**src/rtl/dcpwm_pkg.sv**
```systemverilog
/*
 * constants, configuration carrier and state types of the dual channel pulse group
 * assumes a 50 mhz system clock; the 16 mhz controller base rate is derived from it
 */
`default_nettype none

package dcpwm_pkg;

	// clocking
	localparam int          CLOCK_HZ     = 50_000_000;
	localparam int          BASE_HZ      = 16_000_000;
	localparam int          TICK_UNIT_HZ = 1_000_000;
	localparam logic [5:0]  TICK_STEP    = 6'(BASE_HZ / TICK_UNIT_HZ);
	localparam logic [5:0]  TICK_MOD     = 6'(CLOCK_HZ / TICK_UNIT_HZ);

	// group control byte layout, pin setup sensor field and reset values
	localparam int          MODE_LSB     = 0;
	localparam int          EN_A_BIT     = 3;
	localparam int          EN_B_BIT     = 4;
	localparam int          DIV_LSB      = 5;
	localparam int          SENSOR_LSB   = 4;
	localparam logic [7:0]  CTRL_RESET   = 8'h00;
	localparam logic [15:0] PERIOD_RESET = 16'h0000;

	// divider select codes and group tick targets (two base ticks per divider step)
	localparam logic [2:0]  DIV_OFF      = 3'h0;
	localparam logic [2:0]  DIV_X1       = 3'h1;
	localparam logic [2:0]  DIV_X8       = 3'h2;
	localparam logic [2:0]  DIV_X64      = 3'h3;
	localparam logic [2:0]  DIV_X256     = 3'h4;
	localparam logic [11:0] PRE_X1       = 12'h002;
	localparam logic [11:0] PRE_X8       = 12'h010;
	localparam logic [11:0] PRE_X64      = 12'h080;
	localparam logic [11:0] PRE_X256     = 12'h200;
	localparam logic [11:0] PRE_X1024    = 12'h800;

	// servo waveform in microsecond ticks
	localparam logic [11:0] SERVO_PRE    = 12'(BASE_HZ / TICK_UNIT_HZ);
	localparam logic [15:0] SERVO_FRAME  = 16'h4e20;
	localparam logic [15:0] SERVO_MIN    = 16'h03e8;
	localparam logic [15:0] SERVO_SPAN   = 16'h03e8;

	typedef enum logic [1:0] {
		MODE_SERVO = 2'h0,
		MODE_DUTY  = 2'h1,
		MODE_UNIV  = 2'h2,
		MODE_FREQ  = 2'h3
	} dcpwm_mode_t;

	typedef struct packed {
		logic [7:0]  control;
		logic [7:0]  period_low;
		logic [7:0]  period_high;
		logic [15:0] duty_a;
		logic [15:0] duty_b;
	} dcpwm_cfg_t;

	typedef struct packed {
		logic [7:0]  ctrl;
		logic [15:0] period;
		logic [15:0] duty_a;
		logic [15:0] duty_b;
		dcpwm_mode_t act_mode;
		logic [2:0]  act_div;
		logic [15:0] act_period;
		logic [15:0] act_duty_a;
		logic [15:0] act_duty_b;
		logic [11:0] pre;
		logic [15:0] cnt;
		logic [15:0] cnt_b;
		logic        tog_a;
		logic        tog_b;
		logic        out_a;
		logic        out_b;
		logic        lockout;
	} dcpwm_group_t;

	typedef struct packed {
		logic [5:0] acc;
		logic       tick;
	} dcpwm_top_t;

	localparam dcpwm_group_t GROUP_RESET = '0;
	localparam dcpwm_top_t   TOP_RESET   = '0;

endpackage

`default_nettype wire

```
**src/rtl/dcpwm_top.sv**
```systemverilog
/*
 * three dual channel pulse groups and the shared 16 mhz base tick
 * assumes all inputs synchronous to i_clock; i_write pulses once per host exchange
 */
// Functional notes
// - two-bit mode field, servo after reset
// - servo mode drives servo frame waveform
// - duty mode: common frequency, separate duties
// - universal: B half frequency, 50% duty
// - frequency mode: free frequencies, 50% duty
// - bits 3/4 enable channels, clear at reset
// - configure and enable in one exchange
// - divider select decode, 000 turns off
// - divider rate ignored in servo mode, 000 still turns off
// - sensors active refuse frequency mode, outputs off
// - 16-bit period word shared by both channels
// - frequency mode ignores period word
// - duty per channel; universal only A
// - output frequency base/2/divider/period
// - three groups of two 16-bit channels
// - upper pin setup nibble selects sensors
`default_nettype none

module dcpwm_group (
	// clock and reset
	input  wire logic               i_clock,
	input  wire logic               i_reset_n,
	// timing and configuration
	input  wire logic               i_base_tick,
	input  wire logic               i_write,
	input  wire dcpwm_pkg::dcpwm_cfg_t i_cfg,
	input  wire logic               i_sensor_any,
	// outputs
	output logic                    o_out_a,
	output logic                    o_out_b,
	output logic                    o_lockout
);

	dcpwm_pkg::dcpwm_group_t st_reg;
	dcpwm_pkg::dcpwm_group_t st_next;
	logic                    lock;
	logic                    req_off;
	logic                    act_run;
	logic                    gtick;
	logic                    wrap_a;
	logic                    wrap_b;
	logic                    wave_a;
	logic                    wave_b;
	logic [11:0]             target;
	logic [15:0]             limit_a;
	logic [11:0]             div_target;
	logic [15:0]             servo_a;
	logic [15:0]             servo_b;

	assign lock    = (st_reg.ctrl[dcpwm_pkg::MODE_LSB +: 2] == dcpwm_pkg::MODE_FREQ) && i_sensor_any;
	assign req_off = (st_reg.ctrl[dcpwm_pkg::DIV_LSB +: 3] == dcpwm_pkg::DIV_OFF)
		|| (st_reg.act_div == dcpwm_pkg::DIV_OFF) || lock;
	assign act_run = !req_off && (st_reg.ctrl[dcpwm_pkg::EN_A_BIT] || st_reg.ctrl[dcpwm_pkg::EN_B_BIT]);
	assign target  = (st_reg.act_mode == dcpwm_pkg::MODE_SERVO) ? dcpwm_pkg::SERVO_PRE
		: div_target;
	assign gtick   = i_base_tick && (st_reg.pre == target - 12'h001);
	assign limit_a = (st_reg.act_mode == dcpwm_pkg::MODE_SERVO) ? dcpwm_pkg::SERVO_FRAME
		: (st_reg.act_mode == dcpwm_pkg::MODE_FREQ) ? st_reg.act_duty_a : st_reg.act_period;
	assign wrap_a  = (limit_a == 16'h0000) || (st_reg.cnt >= limit_a - 16'h0001);
	assign wrap_b  = (st_reg.act_duty_b == 16'h0000) || (st_reg.cnt_b >= st_reg.act_duty_b - 16'h0001);
	assign servo_a = dcpwm_pkg::SERVO_MIN
		+ ((st_reg.act_duty_a > dcpwm_pkg::SERVO_SPAN) ? dcpwm_pkg::SERVO_SPAN : st_reg.act_duty_a);
	assign servo_b = dcpwm_pkg::SERVO_MIN
		+ ((st_reg.act_duty_b > dcpwm_pkg::SERVO_SPAN) ? dcpwm_pkg::SERVO_SPAN : st_reg.act_duty_b);

	// group tick target per divider select
	always_comb begin
		case (st_reg.act_div)
			dcpwm_pkg::DIV_X1: begin
				div_target = dcpwm_pkg::PRE_X1;
			end
			dcpwm_pkg::DIV_X8: begin
				div_target = dcpwm_pkg::PRE_X8;
			end
			dcpwm_pkg::DIV_X64: begin
				div_target = dcpwm_pkg::PRE_X64;
			end
			dcpwm_pkg::DIV_X256: begin
				div_target = dcpwm_pkg::PRE_X256;
			end
			default: begin
				div_target = dcpwm_pkg::PRE_X1024;
			end
		endcase
	end

	// waveform per mode
	always_comb begin
		case (st_reg.act_mode)
			dcpwm_pkg::MODE_SERVO: begin
				wave_a = st_reg.cnt < servo_a;
				wave_b = st_reg.cnt < servo_b;
			end
			dcpwm_pkg::MODE_DUTY: begin
				wave_a = (st_reg.act_period != 16'h0000) && (st_reg.cnt < st_reg.act_duty_a);
				wave_b = (st_reg.act_period != 16'h0000) && (st_reg.cnt < st_reg.act_duty_b);
			end
			dcpwm_pkg::MODE_UNIV: begin
				wave_a = (st_reg.act_period != 16'h0000) && (st_reg.cnt < st_reg.act_duty_a);
				wave_b = st_reg.tog_b;
			end
			dcpwm_pkg::MODE_FREQ: begin
				wave_a = st_reg.tog_a;
				wave_b = st_reg.tog_b;
			end
			default: begin
				wave_a = 1'b0;
				wave_b = 1'b0;
			end
		endcase
	end

	always_comb begin
		st_next = st_reg;
		if (i_write) begin
			st_next.ctrl   = i_cfg.control;
			st_next.period = {i_cfg.period_high, i_cfg.period_low};
			st_next.duty_a = i_cfg.duty_a;
			st_next.duty_b = i_cfg.duty_b;
		end
		if (!act_run) begin
			// idle: take settings at once so that enabling starts a fresh period
			st_next.act_mode   = dcpwm_pkg::dcpwm_mode_t'(st_reg.ctrl[dcpwm_pkg::MODE_LSB +: 2]);
			st_next.act_div    = st_reg.ctrl[dcpwm_pkg::DIV_LSB +: 3];
			st_next.act_period = st_reg.period;
			st_next.act_duty_a = st_reg.duty_a;
			st_next.act_duty_b = st_reg.duty_b;
			st_next.pre        = 12'h000;
			st_next.cnt        = 16'h0000;
			st_next.cnt_b      = 16'h0000;
			st_next.tog_a      = 1'b0;
			st_next.tog_b      = 1'b0;
		end else if (i_base_tick) begin
			st_next.pre = gtick ? 12'h000 : st_reg.pre + 12'h001;
			if (gtick) begin
				st_next.cnt   = wrap_a ? 16'h0000 : st_reg.cnt + 16'h0001;
				st_next.cnt_b = wrap_b ? 16'h0000 : st_reg.cnt_b + 16'h0001;
				if (wrap_a) begin
					if (st_reg.act_mode == dcpwm_pkg::MODE_FREQ) begin
						st_next.tog_a = !st_reg.tog_a;
					end
					if (st_reg.act_mode == dcpwm_pkg::MODE_UNIV) begin
						st_next.tog_b = !st_reg.tog_b;
					end
					st_next.act_mode   = dcpwm_pkg::dcpwm_mode_t'(st_reg.ctrl[dcpwm_pkg::MODE_LSB +: 2]);
					st_next.act_div    = st_reg.ctrl[dcpwm_pkg::DIV_LSB +: 3];
					st_next.act_period = st_reg.period;
					st_next.act_duty_a = st_reg.duty_a;
					st_next.act_duty_b = st_reg.duty_b;
				end
				if (wrap_b && st_reg.act_mode == dcpwm_pkg::MODE_FREQ) begin
					st_next.tog_b = !st_reg.tog_b;
				end
			end
		end
		st_next.out_a   = !req_off && st_reg.ctrl[dcpwm_pkg::EN_A_BIT] && wave_a;
		st_next.out_b   = !req_off && st_reg.ctrl[dcpwm_pkg::EN_B_BIT] && wave_b;
		st_next.lockout = lock;
	end

	always_ff @(posedge i_clock) begin
		if (!i_reset_n) begin
			st_reg <= dcpwm_pkg::GROUP_RESET;
		end else begin
			st_reg <= st_next;
		end
	end

	assign o_out_a   = st_reg.out_a;
	assign o_out_b   = st_reg.out_b;
	assign o_lockout = st_reg.lockout;
endmodule // dcpwm_group

module dcpwm_top (
	// clock and reset
	input  wire logic                         i_clock,
	input  wire logic                         i_reset_n,
	// host exchange
	input  wire logic                         i_write,
	input  wire dcpwm_pkg::dcpwm_cfg_t [2:0]  i_group_cfg,
	input  wire logic [7:0]                   i_pin_setup_byte,
	// pulse outputs, bit 2g is channel a and 2g+1 channel b of group g
	output logic [5:0]                        o_pulse_channel,
	output logic [2:0]                        o_freq_lockout
);

	dcpwm_pkg::dcpwm_top_t st_reg;
	dcpwm_pkg::dcpwm_top_t st_next;
	logic                  sensor_any;

	assign sensor_any = |i_pin_setup_byte[dcpwm_pkg::SENSOR_LSB +: 4];

	// fractional divider: 16 base ticks every 50 clocks
	always_comb begin
		st_next      = st_reg;
		st_next.tick = ({1'b0, st_reg.acc} + {1'b0, dcpwm_pkg::TICK_STEP}) >= {1'b0, dcpwm_pkg::TICK_MOD};
		st_next.acc  = st_next.tick ? st_reg.acc + dcpwm_pkg::TICK_STEP - dcpwm_pkg::TICK_MOD
			: st_reg.acc + dcpwm_pkg::TICK_STEP;
	end

	always_ff @(posedge i_clock) begin
		if (!i_reset_n) begin
			st_reg <= dcpwm_pkg::TOP_RESET;
		end else begin
			st_reg <= st_next;
		end
	end

	for (genvar g = 0; g < 3; g++) begin : gen_group
		dcpwm_group u_group (
			.i_clock      (i_clock),
			.i_reset_n    (i_reset_n),
			.i_base_tick  (st_reg.tick),
			.i_write      (i_write),
			.i_cfg        (i_group_cfg[g]),
			.i_sensor_any (sensor_any),
			.o_out_a      (o_pulse_channel[2 * g]),
			.o_out_b      (o_pulse_channel[2 * g + 1]),
			.o_lockout    (o_freq_lockout[g])
		);
	end

endmodule // dcpwm_top

`default_nettype wire

```
**config.mk**
```make
export PLATFORM = sky130hd
export DESIGN_NAME = dcpwm_top
export DESIGN_NICKNAME = d
export VERILOG_FILES = /design/src/rtl/dcpwm_pkg.sv /design/src/rtl/dcpwm_top.sv
export SDC_FILE = /design/constraint.sdc
export NUM_CORES = 1
export LEC_CHECK = 0
export BUFFER_PORTS_ARGS = -buffer_cell sky130_fd_sc_hd__buf_2
export CAP_MARGIN = 40
export CORE_ASPECT_RATIO = 1.25
export CORE_MARGIN = 8
export CORE_UTILIZATION = 60
export CTS_CLUSTER_SIZE = 30
export DETAILED_ROUTE_END_ITERATION = 10
export GPL_TIMING_DRIVEN = 0
export PLACE_DENSITY = 0.79
export SYNTH_ARGS = -nofsm -noshare
export SYNTH_HDL_FRONTEND = slang
export SYNTH_SLANG_ARGS = --single-unit
```
**constraint.sdc**
```tcl
create_clock -name i_clock -period 6.2 [get_ports i_clock]
set_clock_uncertainty 0.15 [all_clocks]
set_input_delay 1.24 -clock i_clock [delete_from_list [all_inputs] [get_ports i_clock]]
set_output_delay 1.24 -clock i_clock [all_outputs]
set_load 0.02 [all_outputs]
```
==> impl_metrics.yaml, run 1 <==
synth:
  synth_top_family_by_area: "simple AND/OR/NAND/NOR gates"
  yosysUniqueCellTypes: 79
  synth_commonest_cells: "477 x dfxtp_1, 324 x ha_1, 287 x nor2_1"
  yosysMostFrequentCell: "dfxtp_1"
  yosysTopAreaCell: "dfxtp_1"
  synth_adder_area_share_pct: 14.2
  synth_enable_flop_cells: 0
  yosys.area_share.simple_pct: 20.7
  ys.flop_type: "dfxtp_1"
  ys.warnings.count: 0
  synth_top_area_share_pct: 33.5
  async_flop_share_pct: 0
  synth-compound-area-share_pct: 13.2
  ys_seq_elements: 477
  postSynthAreaPerCell_um2: 8.82
  synth.cell_area_mm2: 0.0285
  synthTopCellsByArea: "dfxtp_1 34%, ha_1 14%, mux2i_1 7.1%"
  netlist_instances: 3228
  synth_mux_area_share_pct: 7.34
  ys_seq_area_share_pct: 33.5
  synth_xor_area_share_pct: 6.86
final_layout:
  largest_register_ff_count: 462
  drive_gt1_share_pct: 10.1
  nNetsFinal: 3995
  area_growth_syn_to_layout_pct: 12.6
  design_area_mm2: 0.0321
pwr:
  intPower_mw: 5.48
  switchingPower_mw: 1.98
  power_density_mw_per_mm2: 232
  pwr-share-clk_pct: 41.4
  comb_power_share_pct: 14.3
  peakVddDrop_uv: 255
  p_seq_share_pct: 44.3
  leakage_nw: 13.7
  netSwitchingFraction_pct: 26.5
global_routing:
  grt_pass1_vias: 25300
  grt_pass1_wl_mm: 130
  grt_max_degree: 20
  globalRouteMet1Util_pct: 33.4
  antenna_found_initial: 2
  met2_usage_pct: 52.3
  overflow: 0
  busiest_layer: "met2"
  grt.met3_usage_pct: 3.65
  grtUsageTotal_pct: 29.1
timing:
  setup_viol: 0
  rsz0062_at_grt: "no"
  worst_pin_slew_ps: 883
  max_freq_mhz: 170
  fin_crit_sh_pct: 95.0
  hold_viol: 0
  layout_min_cycle_time_ps: 5890
  drv_slew: 0
  maxSlewHeadroom_pct: 40.2
  worst_slack_ps: 309
drt:
  drc_errors: 0
  vias_per_cell: 5.93
  wl_per_cell_um: 19.5
  drt_iter0_markers: 1447
  first_pass_iters: 5
  drt-total-wl_mm: 81.4
  vias: 24700
  ant_nets: 0
clocking:
  htree_num_levels: 2
  cts_made_buffers: 48
  cts.sinks: 477
  cts_root_buf: "clkbuf_16"
  cts_buffer_depth: 3
  clkSlewWorstSetupHoldPaths_ps: 60
  clkLatencyLatePin_ps: 600
  cts_tree: "built"
  postCtsSetupRepairBufs: 0
floorplanning:
  pin_count: 188
  dieArea_mm2: 0.0547
  num_rows: 89
  initial_utilization_pct: 60.5
  coreArea_mm2: 0.0471
  fp.dieH_um: 260
  fp.dieW_um: 211
worst_setup_path:
  end_kind: "register"
  worst_ep_required_time_ps: 6550
  critPathArrivalTime_ps: 6240
  cp_max_fo: 10
  cp-start-kind: "register"
  crit_type: "register to register"
placement:
  portBuffers: 179
  dpl.hpwl_mm: 63.9
  pre_cts_ws_ps: -1030
  placedInstanceArea_mm2: 0.0304
  routabilityCongestion: 0.935
hold_path:
  hp-class: "register to register"
status:
  outcome: "completed"
job:
  cap_violations: 0
routing by layer:
| metal | wire (um) | vias up |
|---|---|---|
| met2 | 40200 | 774 |
| met3 | 3910 | 234 |
| li1 | - | 12000 |
| met5 | 13 | - |
| met4 | 4130 | 2 |
| met1 | 33200 | 11800 |
final cells by class:
class,instances,area (um^2)
Inverter,148,556
Multi-Input combinational cell,2491,17900
Tap cell,637,797
Clock inverter,19,268
Timing Repair Buffer,191,1030
Buffer,135,614
Sequential cell,477,9550
Fill cell,3887,15000
Clock buffer,70,1410
Antenna cell,1,2.50
power groups by stage:
| stage | Combinational (mW) | Sequential [mW] | Clock, mW |
|---|---|---|---|
| 3_5_place_dp | 1.05 | 3.36 | 0 |
| 5_1_grt | 1.18 | 3.31 | 3.26 |
| 3_3_place_gp | 0.999 | 3.36 | 0 |
| 4_1_cts | 1.06 | 3.30 | 3.14 |
| 6_report | 1.07 | 3.30 | 3.09 |
| 2_1_floorplan | 0.758 | 3.32 | 0 |
layout by cell type, fill, tap and decap left out, types with 15 or more instances in the layout:
master,count
dfxtp_1,477
ha_1,324
nor2_1,286
nand2_1,224
buf_2,210
mux2i_1,202
nor2b_1,198
inv_1,148
xnor2_1,144
o21ai_0,135
a21oi_1,118
nor3_1,93
a22o_1,92
xor2_1,79
clkbuf_1,78
nand3_1,73
nand4_1,61
clkbuf_16,49
a21o_1,48
and3_1,38
nor4_1,35
or3_1,30
conb_1,30
nand2b_1,24
a211oi_1,21
buf_1,19
o21a_1,18
buf_4,17
a31oi_1,15
timing repair:
| item | 4_1_cts | 5_1_grt |
|---|---|---|
| setup endpoints to repair | 139 | 128 |
| gates cloned | 0 | 0 |
| gates resized for setup | 8 | 3 |
| hold buffers | 0 | 0 |
critical path, cell delays in order (launching register included):
cell and delay (ps):
dfxtp_1 330, inv_1 100, ha_1 180, clkbuf_1 420, clkbuf_1 540, clkbuf_2 390, or2_2 200, ha_1 190
nand2_1 100, or2_2 280, clkbuf_1 190, or3_1 390, xnor2_1 140, ha_1 300, nand4_1 90, nor4b_1 340
o21ai_0 270, a21boi_2 310, o21a_1 160, buf_2 220, buf_2 320, nand2_1 110, o21ai_0 80
worst paths after layout:
check / to / cells after the start / slack (ps) / from
worst min-delay path: gen_group[2].u_group.st_reg[75] / 2 / 310 / gen_group[2].u_group.st_reg[128]
worst max-delay path: gen_group[0].u_group.st_reg[49] / 22 / 310 / gen_group[0].u_group.st_reg[100]
worst min register to register: gen_group[2].u_group.st_reg[75] / 2 / 310 / gen_group[2].u_group.st_reg[128]
worst max register to register: gen_group[0].u_group.st_reg[49] / 22 / 310 / gen_group[0].u_group.st_reg[100]
kinds of logic after synthesis:
family / after synthesis
buffers and inverters: 289
DFF: 477
other: 1
adders and majority gates: 324
muxes: 208
and+or+nand+nor: 1147
xor gates and xnor gates: 223
AOI/OAI and AO/OA: 559
through the flow:
stage	TNS (ps)	power [mW]	instances	util [%]	hold slack, ps
finish	0	7.46	4169	68.1	306
floorplan	0	4.08	3257	-	274
CTS	0	7.50	4171	68.1	310
global route	0	7.75	4168	68.1	326
global placement	-76980	4.36	4073	64.3	291
detailed placement	-63670	4.41	4085	64.6	294
Note: power is estimated with default switching activity, not from simulation.
==> run 2: changes to the inputs <==
--- a/config.mk
+++ b/config.mk
@@ -14,6 +14,7 @@
 export DETAILED_ROUTE_END_ITERATION = 10
 export GPL_TIMING_DRIVEN = 0
 export PLACE_DENSITY = 0.79
+export RECOVER_POWER = 100
 export SYNTH_ARGS = -nofsm -noshare
 export SYNTH_HDL_FRONTEND = slang
 export SYNTH_SLANG_ARGS = --single-unit
==> run 2 against run 1 <==
Against the previous run:
- design area is 0.36% lower
- count of clock-buffer cells in the layout stayed put
- critical path depth stayed put
- register-to-register slack hardly changed
- critical path type unchanged
- largest power group unchanged
==> impl_metrics.yaml, run 2 (same netlist as run 1, synthesis figures left out) <==
clocking:
  cts_resized: 8
  cts_made_buffers: 48
  cts_root_buf: "clkbuf_16"
  cts_buffer_depth: 3
  htree_num_levels: 2
  postCtsSetupRepairBufs: 0
  clkLatencyLatePin_ps: 600
  cts.sinks: 477
  clkSlewWorstSetupHoldPaths_ps: 60
  hold_buffers: 0
  cts_tree: "built"
pwr:
  power.total_mw: 7.45
  peakVddDrop_uv: 255
  power_density_mw_per_mm2: 233
  leakage_nw: 13.6
timing:
  fin_crit_sh_pct: 95.1
  hold_viol: 0
  maxSlewHeadroom_pct: 12.5
  max_freq_mhz: 170
  drv_slew: 0
  setup_viol: 0
  worst_slack_ps: 307
  layout_min_cycle_time_ps: 5890
  worst_pin_slew_ps: 1300
  holdWs_ps: 305
  rsz0062_at_grt: "no"
drt:
  first_pass_iters: 6
  drt-total-wl_mm: 81.3
  wl_per_cell_um: 19.5
  drc_errors: 0
  drt_iter0_markers: 1395
  vias: 24700
  ant_nets: 0
  vias_per_cell: 5.92
global_routing:
  grt_pass1_vias: 25300
  grt_max_degree: 20
  overflow: 0
  antenna_found_initial: 2
  grtUsageTotal_pct: 29.1
  grt_pass1_wl_mm: 130
worst_setup_path:
  cpPeakStageDelay_ps: 530
  critPathArrivalTime_ps: 6240
  rr_startpoint: "gen_group[0].u_group.st_reg[100]"
  slowest_stage: "clkbuf_1"
  crit_start: "gen_group[0].u_group.st_reg[100]"
  worst_ep_required_time_ps: 6550
  cp-start-kind: "register"
  endpoint: "gen_group[0].u_group.st_reg[49]"
  cp_cell_sequence: "inv_1 > ha_1 > clkbuf_1 > clkbuf_1 > clkbuf_2 > or2_2 > ha_1 > nand2_1 > or2_2 > clkbuf_1 > or3_1 > xnor2_1 > ha_1 > nand4_1 > nor4b_1 > o21ai_0 > a21boi_2 > o21a_1 > buf_2 > buf_2 > nand2_1 > o21ai_0"
  r2r_slack_ps: 310
  worst_r2r_endpoint: "gen_group[0].u_group.st_reg[49]"
  cp_max_fo: 10
  rr_worst_depth: 22
  end_kind: "register"
  crit_type: "register to register"
final_layout:
  multiInputGateArea_mm2: 0.0178
  design_area_mm2: 0.0320
  nFillCells: 3924
  area_growth_syn_to_layout_pct: 12.2
  final_common_cell: "dfxtp_1"
  final_core_util_pct: 67.9
  regArea_mm2: 0.00955
  drive_gt1_share_pct: 9.40
  largest_register_ff_count: 462
  final_cell_mix: "477 x dfxtp_1, 324 x ha_1, 286 x nor2_1"
  nNetsFinal: 3995
placement:
  portBuffers: 179
  routabilityCongestion: 0.935
  dpl.hpwl_mm: 63.9
  placedInstanceArea_mm2: 0.0304
  pre_cts_ws_ps: -1030
hold_path:
  hp-class: "register to register"
  worstHoldPathCells: 2
floorplanning:
  coreArea_mm2: 0.0471
  dieArea_mm2: 0.0547
  fp.dieW_um: 211
  initial_utilization_pct: 60.5
  num_rows: 89
  fp.dieH_um: 260
  pin_count: 188
status:
  outcome: "completed"
job:
  cap_violations: 0
## run 2: worst min path at each step
stage,slack (ps),startpoint,endpoint
after floorplan,270,gen_group[0].u_group.st_reg[102],gen_group[0].u_group.st_reg[49]
after global placement,290,gen_group[0].u_group.st_reg[119],gen_group[0].u_group.st_reg[66]
after detailed placement,290,gen_group[0].u_group.st_reg[120],gen_group[0].u_group.st_reg[67]
after CTS,310,gen_group[0].u_group.st_reg[120],gen_group[0].u_group.st_reg[67]
after global routing,330,gen_group[1].u_group.st_reg[105],gen_group[1].u_group.st_reg[52]
final,310,gen_group[2].u_group.st_reg[128],gen_group[2].u_group.st_reg[75]
## run 2: where the power goes
part | total, mW | internal, mW | leakage [nW] | switching, mW
sequential | 3.30 | 3.19 | 3.89 | 0.114
clock | 3.09 | 1.83 | 0.827 | 1.26
combinational | 1.06 | 0.456 | 8.89 | 0.600
total | 7.45 | 5.47 | 13.6 | 1.98
## run 2: cell type report
type / count / share of cell area (%)
multi-input combinational: 2491 / 55.8
sequential: 477 / 29.9
clock buffer: 70 / 4.40
timing repair buffer: 191 / 2.98
tap: 637 / 2.49
buffer: 135 / 1.87
inverter: 148 / 1.74
clock inverter: 19 / 0.838
antenna: 2 / 0.0157
## run 2: critical path: cells and delay by family (launching register included)
family,cells,cell delay [ps]
buffers and inverters,7,2190
and+or+nand+nor,7,1510
AOI/OAI and AO/OA,4,810
adders and majority gates,3,680
DFF,1,330
xor gates and xnor gates,1,140
## run 2: metal layers
| layer | wire length [um] | up-vias | GRT usage (%) |
|---|---|---|---|
| met4 | 4030 | 2 | 14.9 |
| li1 | - | 12000 | - |
| met3 | 4430 | 230 | 3.65 |
| met2 | 40200 | 789 | 52.3 |
| met5 | 13 | - | 0 |
| met1 | 32600 | 11700 | 33.4 |
## run 2: through the flow
step,instances,TNS (ps)
floorplan,3257,0
global placement,4073,-76980
detailed placement,4085,-63670
CTS,4171,0
global route,4168,0
finish,4170,0
